===== src/common/eeprom_pkg.sv =====
`default_nettype none

package eeprom_pkg;

    localparam logic [5:0] OFS_CONTROL = 6'h1C;
    localparam logic [5:0] OFS_DATA    = 6'h1D;
    localparam logic [5:0] OFS_ADDR    = 6'h1E;

    localparam int BIT_READ_STROBE = 0;
    localparam int BIT_START_BUSY  = 1;
    localparam int BIT_MASTER_EN   = 2;
    localparam int BIT_READY_IE    = 3;
    localparam int BIT_MODE_LO     = 4;
    localparam int BIT_MODE_HI     = 5;

    localparam int ADDR_W  = 6;
    localparam int DATA_W  = 8;
    localparam int DEPTH   = 64;

    localparam logic [7:0] ERASED_BYTE = 8'hFF;
    localparam logic [7:0] RDATA_RESET = 8'h00;

    localparam real CLK_MHZ      = 20.0;
    localparam real T_ATOMIC_MS  = 3.4;
    localparam real T_SPLIT_MS   = 1.8;
    localparam int  ATOMIC_CYCLES_DEF = int'(T_ATOMIC_MS * 1000.0 * CLK_MHZ);
    localparam int  SPLIT_CYCLES_DEF  = int'(T_SPLIT_MS * 1000.0 * CLK_MHZ);

    localparam logic [2:0] ARM_WINDOW   = 3'h4;
    localparam logic [2:0] START_STALL  = 3'h2;
    localparam logic [2:0] READ_STALL   = 3'h4;

    typedef enum logic [1:0] {
        MODE_ATOMIC = 2'b00,
        MODE_ERASE  = 2'b01,
        MODE_WRITE  = 2'b10,
        MODE_RSVD   = 2'b11
    } prog_mode_t;

    typedef enum logic [1:0] {
        ENG_IDLE = 2'b01,
        ENG_PROG = 2'b10
    } eng_state_t;

endpackage

`default_nettype wire


===== src/hw/eeprom_access_control.sv =====
`default_nettype none

module eeprom_access_control
    import eeprom_pkg::*;
#(
    parameter int ATOMIC_CYCLES = ATOMIC_CYCLES_DEF,
    parameter int SPLIT_CYCLES  = SPLIT_CYCLES_DEF
) (
    input  wire logic       mclk,
    input  wire logic       nrst,
    input  wire logic       por_n,
    input  wire logic [5:0] io_addr,
    input  wire logic [7:0] io_wdata,
    input  wire logic       io_we,
    input  wire logic       io_re,
    input  wire logic       global_irq_enable,
    output logic      [7:0] io_rdata,
    output logic            cpu_stall,
    output logic            ready_irq
);

    localparam int TIMER_W = $clog2(ATOMIC_CYCLES + 1);

    if (ATOMIC_CYCLES < 1 || SPLIT_CYCLES < 1 || SPLIT_CYCLES > ATOMIC_CYCLES) begin
        $error("programming cycle counts out of range");
    end

    // decoded cpu accesses
    logic ctrl_wr;
    logic addr_wr;
    logic data_wr;
    logic start_req;
    logic start_ok;
    logic read_ok;

    // cpu-side state, reset by nrst
    logic [5:0] eeprom_addr_reg,  eeprom_addr_next;
    logic [7:0] eeprom_data_reg,  eeprom_data_next;
    logic       ready_irq_enable_reg, ready_irq_enable_next;
    logic       master_program_enable_reg, master_program_enable_next;
    logic [2:0] arm_cnt_reg,      arm_cnt_next;
    logic       read_strobe_reg,  read_strobe_next;
    logic [2:0] stall_cnt_reg,    stall_cnt_next;
    logic       cpu_stall_reg,    cpu_stall_next;
    logic       ready_irq_reg,    ready_irq_next;
    logic [7:0] io_rdata_reg,     io_rdata_next;

    // programming engine, reset at power-on; nrst also clears prog_mode_reg while idle
    eng_state_t       state_reg,     state_next;
    prog_mode_t       prog_mode_reg, prog_mode_next;
    prog_mode_t       op_mode_reg,   op_mode_next;
    logic [5:0]       op_addr_reg,   op_addr_next;
    logic [7:0]       op_data_reg,   op_data_next;
    logic [TIMER_W-1:0] timer_reg,   timer_next;
    logic             commit;
    logic [7:0]       commit_data;
    logic             program_start_busy;
    logic [7:0]       mem_rdata;

    assign program_start_busy = (state_reg == ENG_PROG);

    assign ctrl_wr   = io_we && (io_addr == OFS_CONTROL);
    assign addr_wr   = io_we && (io_addr == OFS_ADDR);
    assign data_wr   = io_we && (io_addr == OFS_DATA);
    assign start_req = ctrl_wr && io_wdata[BIT_START_BUSY];
    assign start_ok  = start_req && master_program_enable_reg && !program_start_busy
                       && (prog_mode_reg != MODE_RSVD);
    assign read_ok   = ctrl_wr && io_wdata[BIT_READ_STROBE] && !program_start_busy;

    always_comb begin
        eeprom_addr_next           = eeprom_addr_reg;
        eeprom_data_next           = eeprom_data_reg;
        ready_irq_enable_next      = ready_irq_enable_reg;
        master_program_enable_next = master_program_enable_reg;
        arm_cnt_next               = arm_cnt_reg;
        read_strobe_next           = 1'b0;
        stall_cnt_next             = stall_cnt_reg;
        io_rdata_next              = io_rdata_reg;

        if (addr_wr && !program_start_busy) begin
            eeprom_addr_next = io_wdata[5:0];
        end
        if (data_wr) begin
            eeprom_data_next = io_wdata;
        end
        if (read_strobe_reg) begin
            eeprom_data_next = mem_rdata;
        end
        if (ctrl_wr) begin
            ready_irq_enable_next = io_wdata[BIT_READY_IE];
        end

        // arming window counts down and drops the enable
        if (arm_cnt_reg != 3'h0) begin
            arm_cnt_next = arm_cnt_reg - 3'h1;
            if (arm_cnt_reg == 3'h1) begin
                master_program_enable_next = 1'b0;
            end
        end
        if (ctrl_wr && io_wdata[BIT_MASTER_EN]) begin
            master_program_enable_next = 1'b1;
            arm_cnt_next               = ARM_WINDOW;
        end

        if (read_ok) begin
            read_strobe_next = 1'b1;
        end

        if (stall_cnt_reg != 3'h0) begin
            stall_cnt_next = stall_cnt_reg - 3'h1;
        end
        if (start_ok) begin
            stall_cnt_next = START_STALL;
        end else if (read_ok) begin
            stall_cnt_next = READ_STALL;
        end
        cpu_stall_next = (stall_cnt_next != 3'h0);

        ready_irq_next = ready_irq_enable_reg && global_irq_enable && !program_start_busy;

        if (io_re) begin
            case (io_addr)
                OFS_CONTROL: io_rdata_next = {2'b00, prog_mode_reg, ready_irq_enable_reg,
                                              master_program_enable_reg, program_start_busy,
                                              read_strobe_reg};
                OFS_DATA:    io_rdata_next = eeprom_data_reg;
                OFS_ADDR:    io_rdata_next = {2'b00, eeprom_addr_reg};
                default:     io_rdata_next = RDATA_RESET;
            endcase
        end
    end

    always_ff @(posedge mclk or negedge nrst) begin
        if (!nrst) begin
            eeprom_addr_reg           <= 6'h00;
            eeprom_data_reg           <= 8'h00;
            ready_irq_enable_reg      <= 1'b0;
            master_program_enable_reg <= 1'b0;
            arm_cnt_reg               <= 3'h0;
            read_strobe_reg           <= 1'b0;
            stall_cnt_reg             <= 3'h0;
            cpu_stall_reg             <= 1'b0;
            ready_irq_reg             <= 1'b0;
            io_rdata_reg              <= RDATA_RESET;
        end else begin
            eeprom_addr_reg           <= eeprom_addr_next;
            eeprom_data_reg           <= eeprom_data_next;
            ready_irq_enable_reg      <= ready_irq_enable_next;
            master_program_enable_reg <= master_program_enable_next;
            arm_cnt_reg               <= arm_cnt_next;
            read_strobe_reg           <= read_strobe_next;
            stall_cnt_reg             <= stall_cnt_next;
            cpu_stall_reg             <= cpu_stall_next;
            ready_irq_reg             <= ready_irq_next;
            io_rdata_reg              <= io_rdata_next;
        end
    end

    always_comb begin
        state_next     = state_reg;
        prog_mode_next = prog_mode_reg;
        op_mode_next   = op_mode_reg;
        op_addr_next   = op_addr_reg;
        op_data_next   = op_data_reg;
        timer_next     = timer_reg;
        commit         = 1'b0;

        if (ctrl_wr && !program_start_busy) begin
            prog_mode_next = prog_mode_t'(io_wdata[BIT_MODE_HI:BIT_MODE_LO]);
        end
        if (!nrst && !program_start_busy) begin
            prog_mode_next = MODE_ATOMIC;
        end

        case (state_reg)
            ENG_IDLE: begin
                if (start_ok && nrst) begin
                    state_next   = ENG_PROG;
                    op_mode_next = prog_mode_reg;
                    op_addr_next = eeprom_addr_reg;
                    op_data_next = eeprom_data_reg;
                    if (prog_mode_reg == MODE_ATOMIC) begin
                        timer_next = TIMER_W'(ATOMIC_CYCLES - 1);
                    end else begin
                        timer_next = TIMER_W'(SPLIT_CYCLES - 1);
                    end
                end
            end
            ENG_PROG: begin
                // runs on through a cpu reset
                if (timer_reg == '0) begin
                    state_next = ENG_IDLE;
                    commit     = 1'b1;
                end else begin
                    timer_next = timer_reg - TIMER_W'(1);
                end
            end
            default: begin
                state_next = ENG_IDLE;
            end
        endcase
    end

    // write-only stores the byte as is; no erase check
    assign commit_data = (op_mode_reg == MODE_ERASE) ? ERASED_BYTE : op_data_reg;

    always_ff @(posedge mclk or negedge por_n) begin
        if (!por_n) begin
            state_reg     <= ENG_IDLE;
            prog_mode_reg <= MODE_ATOMIC;
            op_mode_reg   <= MODE_ATOMIC;
            op_addr_reg   <= 6'h00;
            op_data_reg   <= 8'h00;
            timer_reg     <= '0;
        end else begin
            state_reg     <= state_next;
            prog_mode_reg <= prog_mode_next;
            op_mode_reg   <= op_mode_next;
            op_addr_reg   <= op_addr_next;
            op_data_reg   <= op_data_next;
            timer_reg     <= timer_next;
        end
    end

    eeprom_array #(
        .AW (ADDR_W),
        .DW (DATA_W)
    ) u_array (
        .mclk    (mclk),
        .wr_en   (commit),
        .wr_addr (op_addr_reg),
        .wr_data (commit_data),
        .rd_addr (eeprom_addr_reg),
        .rd_data (mem_rdata)
    );

    assign io_rdata  = io_rdata_reg;
    assign cpu_stall = cpu_stall_reg;
    assign ready_irq = ready_irq_reg;

    // assertion helpers
    logic [TIMER_W:0] busy_len_reg;
    logic [TIMER_W:0] exp_len;
    logic             arm_wr;

    assign arm_wr  = ctrl_wr && io_wdata[BIT_MASTER_EN];
    assign exp_len = (op_mode_reg == MODE_ATOMIC) ? (TIMER_W + 1)'(ATOMIC_CYCLES) : (TIMER_W + 1)'(SPLIT_CYCLES);

    always_ff @(posedge mclk or negedge por_n) begin
        if (!por_n) begin
            busy_len_reg <= '0;
        end else begin
            busy_len_reg <= program_start_busy ? busy_len_reg + (TIMER_W + 1)'(1) : '0;
        end
    end
endmodule

`default_nettype wire


===== src/hw/eeprom_array.sv =====
`default_nettype none

module eeprom_array #(
    parameter int AW = 6,
    parameter int DW = 8
) (
    input  wire logic          mclk,
    input  wire logic          wr_en,
    input  wire logic [AW-1:0] wr_addr,
    input  wire logic [DW-1:0] wr_data,
    input  wire logic [AW-1:0] rd_addr,
    output logic      [DW-1:0] rd_data
);

    logic [DW-1:0] cells [0:(1<<AW)-1];

    always_ff @(posedge mclk) begin
        if (wr_en) begin
            cells[wr_addr] <= wr_data;
        end
        rd_data <= cells[rd_addr];
    end

endmodule

`default_nettype wire


===== config.mk =====
export PLATFORM = sky130hd
export DESIGN_NAME = eeprom_access_control
export DESIGN_NICKNAME = d
export VERILOG_FILES = /design/src/common/eeprom_pkg.sv /design/src/hw/eeprom_access_control.sv /design/src/hw/eeprom_array.sv
export SDC_FILE = /design/constraint.sdc
export NUM_CORES = 1
export LEC_CHECK = 0
export BUFFER_PORTS_ARGS = -buffer_cell sky130_fd_sc_hd__buf_4
export CORE_MARGIN = 3
export CORE_UTILIZATION = 40
export CTS_BUF_LIST = sky130_fd_sc_hd__clkbuf_8
export CTS_CLUSTER_DIAMETER = 150
export CTS_CLUSTER_SIZE = 24
export DETAILED_ROUTE_END_ITERATION = 10
export SETUP_SLACK_MARGIN = 0.2
export SLEW_MARGIN = 20
export SYNTH_ARGS = -nofsm -noshare
export SYNTH_HDL_FRONTEND = slang
export SYNTH_HIERARCHICAL = 1
export SYNTH_SLANG_ARGS = --single-unit

===== constraint.sdc =====
create_clock -name mclk -period 6.81 [get_ports mclk]
set_clock_uncertainty 0.05 [all_clocks]
set_input_delay 0.681 -clock mclk [delete_from_list [all_inputs] [get_ports mclk]]
set_output_delay 0.681 -clock mclk [all_outputs]
set_load 0.03 [all_outputs]

Word level (Yosys, flattened, before mapping)
Memory sizes are Yosys's and may differ from the RTL's. A register that Yosys moved wholly into a read port is not among the register bits.
Cells that the tools add are included.

storage, ports and cells
  bits in read-only memories = 0
  bits in writable memories = 512
  bits in registers = 70
  latch bits = 0
  output and inout port bits = 10
  memories kept = 1

cells by class
  shift-type cells = 0
  $lt $le $gt $ge = 0
  add/sub/neg operators = 3
  $mul = 0
  mux-type cells = 26
  reductions and logical operators = 32
  divide/modulo/power cells = 0
  equal/unequal tests = 11
  bitwise logic cells = 0

memories
  name           depth  width  rd ports  clocked after Yosys merged registers in  write ports  line                text
  u_array.cells  64     8      1         1                                        1            eeprom_array.sv:15  logic [DW-1:0] cells [0:(1<<AW)-1];

operator list
  cell                   number
  $mux 17                3
  $pmux 17 s2            1
  $mux 8                 3
  $pmux 8 s3             1
  $eq 6x5->1 const B     3
  $logic_not 17->1       1
  $sub 17x1->17 const B  1
  $logic_and 1x1->1      16
  $mux 3                 5
  $reduce_bool 2->1      5
  $reduce_bool 3->1      3
  $mux 1                 8
  $mux 2                 4
  $ne 2x2->1 const B     3
  $reduce_and 2->1       3
  $sub 3x1->3 const B    2
  $eq 2x1->1 const B     2
  $pmux 2 s2             1
  $eq 3x1->1 const B     1
  $reduce_and 3->1       1
  $eq 2x2->1 const B     1
  $logic_not 1->1        2
  $logic_not 2->1        1
  $ne 2x1->1 const B     1

Logic depth before layout (Yosys ltp)
Gate-level depths: netlist (run 1).

  depth in word-level cells = 9
  depth in mapped cells = 9

By module
The synthesis (run 1) kept the hierarchy.

modules (own cells, without submodules)
  module                 times used  cells each  sequential area each (sq um)  area each (sq um)
  eeprom_array           1           940         15534.9                       20166.8
  eeprom_access_control  1           333         1752.9                        3490.8

Worst setup path after synthesis (run 1)
OpenSTA, ideal clock, no wires.

  path kind = flip-flop to flip-flop
  start = register timer_reg[0]
  end = memory u_array.cells[62][0] (enable)
  arrival time = 2273 ps
  clock period less this slack = 2693 ps
  cell stages (with the launch flop) = 9
  buffers on the path = 0
  path slack = 4117 ps
  cell sequence = dfrtp_1 -> inv_1 -> ha_1 -> nor4b_1 -> nand4_1 -> nor2_1 -> nor2b_1 -> nand3_1 -> nor2_1

on the way
  longest elaborated chain between the ends = 5

RTL lines
  item                          line                          text
  start, declared               eeprom_access_control.sv:54   logic [TIMER_W-1:0] timer_reg, timer_next;
  start signal, assigned        eeprom_access_control.sv:221  timer_reg <= timer_next;
  $logic_not 17->1              eeprom_access_control.sv:191  if (timer_reg == '0) begin
  $mux 1                        eeprom_access_control.sv:191
  $mux 1                        eeprom_access_control.sv:175  case (state_reg)
  via commit                    eeprom_access_control.sv:55   logic commit;
  $mux 1                        eeprom_array.sv:18            if (wr_en) begin
  $mux 1 (implied by the code)  eeprom_array.sv:19            cells[wr_addr] <= wr_data;
  end, declared                 eeprom_array.sv:15

The timed path passes the listed nets, and every way through them passes these cells.

Final worst setup path (run 1)
  start = register timer_reg[14]
  end = memory u_array.cells[28][2] (enable)

The elaborated chain is that of the path after synthesis.

==> flow_summary.rst, run 1 <==
.. list-table::
   :header-rows: 1

   * - Metric
     - Value
   * - Arrival time at the worst endpoint
     - 4.29 ns
   * - Fmax achieved
     - 247.7 MHz
   * - Final Net Count
     - 1,307
   * - Number of flip-flops under the largest register name
     - 512
   * - Worst vdd rail ir drop
     - 0.1837 mV
   * - Pre-Repair DR Iteration Count
     - 5
   * - Count of pins on the block boundary
     - 30
   * - Final antenna diode count
     - 0
   * - CTS Root Buffer Type
     - clkbuf_8
   * - Maximum buffer depth of the clock tree
     - 3
   * - Start of the worst register-to-register path
     - timer_reg[14]$_DFFE_PN0P_
   * - Register area share after synthesis
     - 0.7307
   * - Clock period minus worst slack
     - 4.038 ns
   * - Most common cell on crit path
     - nor2_1
   * - Post-synth EDFFs
     - 512
   * - Total power per unit cell area
     - 235.6 mW/mm^2
   * - Total CTS buffers
     - 28
   * - Total of flip-flops plus latches after synthesis
     - 590
   * - Via count of the first global-routing pass
     - 11,690
   * - Via count normalized by instance count
     - 5.729
   * - Wire length of the first global-routing pass
     - 78,990 um
   * - Final Hold Vio Count
     - 0
   * - Ys Warns
     - 6
   * - Ratio of final minimum period to clock period
     - 0.5929
   * - Placement Setup Slack
     - 2.975 ns
   * - Register-to-register setup slack
     - 2.77 ns
   * - Result of the run
     - complete, no violations
   * - P&R area growth vs syn
     - 6.193%
   * - Worst-path cell chain
     - nor4_1, nand4_1, nor2_1, nor2b_1, nand2_1, nor2_1
   * - Clock slew at reported path FFs
     - 0.15 ns
   * - Layout cells sized above 1
     - 0.1983
   * - Initial drt markers
     - 1,239
   * - Post-synth design cell area
     - 0.02366 sq mm
   * - Synthesized netlist net count
     - 1,301
   * - Aggregate global routing overflow
     - 0
   * - Total of cells resized after clock tree synthesis
     - 0
   * - Worst setup slack after layout
     - 2.772 ns
   * - ANT nets after route
     - 0
   * - Cell variety after synth
     - 71
   * - End point of the worst hold path
     - ready_irq_enable_reg$_DFFE_PN0N_
   * - Number of instances on the worst hold path
     - 3
   * - Share of async-settable or async-resettable flops after synthesis
     - 0.1186
   * - Row count
     - 88
   * - Worst min-delay path category
     - in2reg
   * - TritonCTS clock tree
     - built
   * - Top post-synthesis cells by count
     - edfxtp_1 (512), mux4_2 (126), nor2_1 (104), dfrtp_1 (69), nand2_1 (42)
   * - Proportion of netlist area held by the largest area contributor
     - 0.6499
   * - Reg-to-reg endpoint
     - u_array/cells[28][2]$_DFFE_PP_
   * - GRT Overall Usage
     - 0.1661
   * - Reported max-cap violation count
     - 0
   * - Clock insertion delay at the later pin of the skew report
     - 0.68 ns
   * - Die outline width
     - 249.2 um
   * - Final wirelength
     - 52,220 um
   * - Total negative setup slack
     - 0 ns
   * - Post-DR wirelength/cell
     - 25.28 um
   * - Detailed Place HPWL
     - 31,590 um
   * - Category of the critical setup timing path
     - reg2reg
   * - Kind of end point of the critical path
     - register
   * - Die outline area
     - 0.06210 sq mm
   * - Number of standard cells after synthesis
     - 1,273
   * - Crit path largest cell delay
     - 0.81 ns
   * - Largest cells by area after synthesis
     - edfxtp_1 (65%), mux4_2 (12%), dfrtp_1 (7.3%)
   * - Total of endpoints with negative setup slack in the final report
     - 0
   * - Count of final max-slew check failures
     - 0
   * - Most frequent cell after synthesis
     - edfxtp_1
   * - Number of levels in the clock H-tree
     - 1
   * - Required time worst endpoint
     - 7.06 ns
   * - Mean Syn Cell Area
     - 18.58 sq um
   * - Worst-path cell with the longest stage delay
     - nor2_1
   * - Number of clock sinks
     - 590
   * - Ys flop type
     - edfxtp_1
   * - Transition time of the tightest slew-check pin
     - 0.9351 ns
   * - Largest net degree at the start of global routing
     - 65
   * - Relative slew slack
     - 0.3754
   * - Placeable Area
     - 0.05814 sq mm
   * - Number of antenna violations at the first check in global routing
     - 0
   * - Post-Route Hold Slack
     - 0.1803 ns
   * - Starting Density
     - 0.4069
   * - Die height
     - 249.2 um
   * - Maximum net fanout on the critical path
     - 8
   * - Count of unresolved DRC violations after routing
     - 0
   * - Setup crit start kind
     - register
   * - IO buf count
     - 29
   * - Reported leakage power
     - 0.006657 uW
   * - Worst Reg-to-Reg Cells
     - 6
   * - Worst Hold Launch
     - io_wdata[3]
   * - Last weighted congestion value of the routability-driven placer
     - 0.8069
   * - RSZ-0062 raised after global routing
     - no
   * - Largest area contributor in the synthesized netlist
     - edfxtp_1
   * - Via count
     - 11,840
   * - Number of fill cells in the layout
     - 5,040
[cell families after synthesis]
kind of cell / Yosys count / share of synthesized area
flip-flops: 590 / 0.7307
AND/OR/NAND/NOR: 254 / 0.05146
multiplexers: 198 / 0.1523
AO/OA/AOI/OAI: 134 / 0.04125
buffers and inverters: 87 / 0.01930
adder cells (fa/ha/maj): 8 / 0.004231
XOR/XNOR: 2 / 0.0007406
[cell type report]
type,count,area (sq um),area share
Multi-Input combinational cell,596,5967,0.2375
Clock inverter,24,102.6,0.004084
Clock buffer,28,385.4,0.01534
Inverter,18,67.56,0.002689
Tap cell,765,957.2,0.03810
Timing Repair Buffer,45,342.8,0.01365
Sequential cell,590,17300,0.6886
[through the flow]
stage	power, uW	utilization	cells	cell area [sq um]
global route	6162	0.4321	2066	25120
global placement	4563	0.4231	2012	24600
floorplan	4438	-	1273	23660
CTS	5974	0.4319	2066	25110
finish	5918	0.4321	2066	25120
detailed placement	4573	0.4232	2012	24600
[critical path: cells and delay by family (launching register included)]
kind	cells	cell delay (ns)
AND/OR/NAND/NOR	6	3.15
flip-flops	1	0.46
[report_power, final]
part	switching, uW	total [uW]	leakage [uW]	internal [uW]
combinational	262	474	0.00177	212
sequential	85.4	4020	0.00456	3930
clock	1030	1430	0.000329	397
total	1380	5920	0.00666	4540
[routing by layer]
metal,GRT usage,routed length [um]
met2,0.2551,23960
met5,0,0
met3,0.03153,3255
met4,0.03282,1131
met1,0.2499,23870
[layout by cell type, fill, tap and decap left out, drive strengths merged, types with 22 or more instances in the layout]
master,n
a21oi,23
mux2i,37
mux4,126
clkbuf,28
buf,43
mux2,35
nand2,42
edfxtp,512
inv,42
dfrtp,69
nand3,22
nor2,104
[how the worst max path moves through the flow]
stage                              start                              to  slack, ns  depth (start not counted)
2_1_floorplan   timer_reg[0]$_DFFE_PN0P_  u_array/cells[62][0]$_DFFE_PP_       4.12                          8
3_3_place_gp   timer_reg[14]$_DFFE_PN0P_  u_array/cells[47][6]$_DFFE_PP_       3.02                          5
3_5_place_dp   timer_reg[14]$_DFFE_PN0P_  u_array/cells[47][2]$_DFFE_PP_       2.97                          5
4_1_cts        timer_reg[14]$_DFFE_PN0P_  u_array/cells[47][5]$_DFFE_PP_       2.92                          5
5_1_grt         timer_reg[0]$_DFFE_PN0P_   u_array/cells[6][4]$_DFFE_PP_       2.48                          8
6_report       timer_reg[14]$_DFFE_PN0P_  u_array/cells[28][2]$_DFFE_PP_       2.77                          6
[what timing repair did]
item | 4_1_cts | 5_1_grt
hold buffers | 2 | 0
hold endpoints to repair | 69 | 0
buffers inserted | 0 | 0
(Power assumes the default switching activity.)
==> run 2, diff against run 1 <==
- clock period: 6.81 -> 4.2 ns (I/O delays scaled with it)
==> flow_summary.rst, run 2 (synthesized netlist as in run 1, its figures left out) <==
.. list-table::
   :header-rows: 1

   * - Metric
     - Value
   * - Result of the run
     - complete, no violations
   * - Fmax achieved
     - 260.5 MHz (+5.2%)
   * - Wire length of the first global-routing pass
     - 80,800 um (+2.3%)
   * - Largest net degree at the start of global routing
     - 65 (unchanged)
   * - Detailed Place HPWL
     - 33,350 um (+5.6%)
   * - Fin cells
     - 2,129 (+3.0%)
   * - Start of the worst register-to-register path
     - timer_reg[0]$_DFFE_PN0P_
   * - Maximum buffer depth of the clock tree
     - 3 (unchanged)
   * - Total negative setup slack
     - 0 ns (unchanged)
   * - Ratio of final minimum period to clock period
     - 0.9139 (+0.3210)
   * - Number of antenna violations at the first check in global routing
     - 0 (unchanged)
   * - IO buf count
     - 29 (unchanged)
   * - Count of final max-slew check failures
     - 0 (unchanged)
   * - Number of levels in the clock H-tree
     - 1 (unchanged)
   * - Clock network power share
     - 0.241 (about the same)
   * - Most common cell after layout, fill and taps aside
     - edfxtp_1
   * - Setup crit start kind
     - register
   * - Pre-Repair DR Iteration Count
     - 5 (unchanged)
   * - Post-Route Utilization
     - 0.4418 (+0.009663)
   * - Number of clock sinks
     - 590 (unchanged)
   * - End point of the worst hold path
     - eeprom_data_reg[7]$_DFFE_PN0P_
   * - Via count
     - 12,110 (+2.3%)
   * - Via count of the first global-routing pass
     - 12,190 (+4.3%)
   * - Sw Pwr
     - 2246 uW (+63%)
   * - Post-DR wirelength/cell
     - 25.29 um (about the same)
   * - Worst vdd rail ir drop
     - 0.2565 mV (+40%)
   * - Reg-to-reg endpoint
     - u_array/cells[62][3]$_DFFE_PP_
   * - Sw Share
     - 0.2333 (+0.0004065)
   * - Initial drt markers
     - 1,252 (+1.0%)
   * - Kind of end point of the critical path
     - register
   * - Count of pins on the block boundary
     - 30 (unchanged)
   * - Count of unresolved DRC violations after routing
     - 0 (unchanged)
   * - Final wirelength
     - 53,840 um (+3.1%)
   * - Die outline area
     - 0.06210 sq mm (unchanged)
   * - Total of endpoints with negative setup slack in the final report
     - 0 (unchanged)
   * - Cell internal pwr
     - 7381 uW (+63%)
   * - Total CTS buffers
     - 28 (unchanged)
   * - Via count normalized by instance count
     - 5.690 (-0.70%)
   * - Die outline width
     - 249.2 um (unchanged)
   * - P&R area growth vs syn
     - 8.568%
   * - Number of instances on the worst hold path
     - 3 (unchanged)
   * - Category of the critical setup timing path
     - reg2reg
   * - CTS Root Buffer Type
     - clkbuf_8
   * - Final Net Count
     - 1,370 (+4.8%)
   * - Required time worst endpoint
     - 4.49 ns (-2.57 ns)
   * - Most used cells in the layout excluding fill and tap cells
     - edfxtp_1 (512), mux4_2 (126), nor2_1 (94), buf_4 (94), dfrtp_1 (65)
   * - Overall Power
     - 9627 uW (+63%)
   * - Clock slew at reported path FFs
     - 0.15 ns (about the same)
   * - Number of flip-flops under the largest register name
     - 512 (unchanged)
   * - Portion of total power attributed to combinational logic
     - 0.083 (+0.003)
   * - Total power per unit cell area
     - 374.8 mW/mm^2 (+59%)
   * - Placeable Area
     - 0.05814 sq mm (unchanged)
   * - ANT nets after route
     - 0 (unchanged)
   * - Final Hold Vio Count
     - 0 (unchanged)
   * - Relative contribution of sequential cells to total power
     - 0.677 (-0.002)
   * - Last weighted congestion value of the routability-driven placer
     - 0.8151 (+1.0%)
   * - Final antenna diode count
     - 0 (unchanged)
   * - Transition time of the tightest slew-check pin
     - 1.095 ns (+0.1600 ns)
   * - GRT Overall Usage
     - 0.1710 (+0.004845)
   * - Starting Density
     - 0.4069 (unchanged)
   * - Reported max-cap violation count
     - 0 (unchanged)
   * - Worst Hold Launch
     - io_wdata[7]
   * - Clock insertion delay at the later pin of the skew report
     - 0.69 ns (about the same)
   * - Worst Reg-to-Reg Cells
     - 8 (+2)
   * - RSZ-0062 raised after global routing
     - yes
   * - TritonCTS clock tree
     - built
   * - Cell Count Post-Placement
     - 2,066 (+2.7%)
   * - Reported leakage power
     - 0.006987 uW (+5.0%)
   * - Buffers inserted by post-CTS timing repair
     - 0 (unchanged)
   * - Arrival time at the worst endpoint
     - 4.13 ns (-0.16 ns)
   * - Maximum net fanout on the critical path
     - 8 (unchanged)
   * - Clock period minus worst slack
     - 3.838 ns (-0.1995 ns)
   * - Relative slew slack
     - 0.2511 (-0.1243)
   * - Worst min-delay path category
     - in2reg
   * - Row count
     - 88 (unchanged)
   * - Die height
     - 249.2 um (unchanged)
   * - Layout cells sized above 1
     - 0.2339 (+0.03556)
   * - Register-to-register setup slack
     - 0.36 ns (-2.41 ns)
   * - Aggregate global routing overflow
     - 0 (unchanged)
==> run 2: changes by cell type in the layout (fill, tap and decap cells not counted), sizes merged <==
cell	change
dlygate4sd3	+9
buf	+54
==> run 2: power by group through the flow <==
stage | logic, uW | clock network [uW] | registers [uW]
after floorplan | 643 | 0 | 6550
after global placement | 780 | 0 | 6640
after detailed placement | 794 | 0 | 6650
after CTS | 804 | 2410 | 6520
after global routing | 865 | 2610 | 6530
final | 795 | 2320 | 6510
==> run 2: timing repair <==
item | 4_1_cts | 5_1_grt
endpoints found under the setup margin | 0 | 101
gates resized for setup | 0 | 10
endpoints found under the hold margin | 92 | 0
hold buffers | 11 | 0
==> run 2: layout make-up <==
class	instances	area (sq um)
tap	765	957.2
fill	5008	32450
sequential	590	17300
clock buffer	28	385.4
multi-input combinational	596	5996
clock inverter	24	102.6
timing repair buffer	108	875.8
inverter	18	67.56
==> run 2: metal layers <==
| metal | GRT usage | share of wire | up-vias | wire length [um] |
|---|---|---|---|---|
| met2 | 0.2708 | 0.47 | 365 | 25470 |
| met3 | 0.02391 | 0.055 | 60 | 2955 |
| met4 | 0.03481 | 0.021 | 0 | 1118 |
| met1 | 0.2551 | 0.45 | 6436 | 24300 |
| met5 | 0 | 0 | - | 0 |
| li1 | - | - | 5252 | - |
==> run 2: through the flow <==
step	cell area [sq um]	setup slack, ns	hold WS [ns]
2_1_floorplan	23660	1.507	0.07441
3_3_place_gp	25050	0.6034	0.3521
3_5_place_dp	25050	0.4924	0.3571
4_1_cts	25650	0.4950	0.005094
5_1_grt	25680	0.08824	0.03085
6_report	25680	0.3616	0.04909
==> run 2: critical path, stage by stage, from the launching register on <==
cell     delay, ns
dfrtp_1       0.42
inv_1         0.13
ha_1          0.15
nor4b_1       0.51
nand4_1       0.17
nor2_1        0.60
nor2b_1       0.33
nand3_1       0.47
nor2_1        0.68
==> run 2: how the worst max path moves through the flow <==
stage,slack [ns],end,startpoint
5_1_grt,0.09,u_array/cells[6][5]$_DFFE_PP_,timer_reg[0]$_DFFE_PN0P_
2_1_floorplan,1.51,u_array/cells[62][0]$_DFFE_PP_,timer_reg[0]$_DFFE_PN0P_
3_3_place_gp,0.60,u_array/cells[6][3]$_DFFE_PP_,timer_reg[0]$_DFFE_PN0P_
4_1_cts,0.50,u_array/cells[18][3]$_DFFE_PP_,timer_reg[0]$_DFFE_PN0P_
3_5_place_dp,0.49,u_array/cells[62][6]$_DFFE_PP_,timer_reg[0]$_DFFE_PN0P_
6_report,0.36,u_array/cells[62][3]$_DFFE_PP_,timer_reg[0]$_DFFE_PN0P_
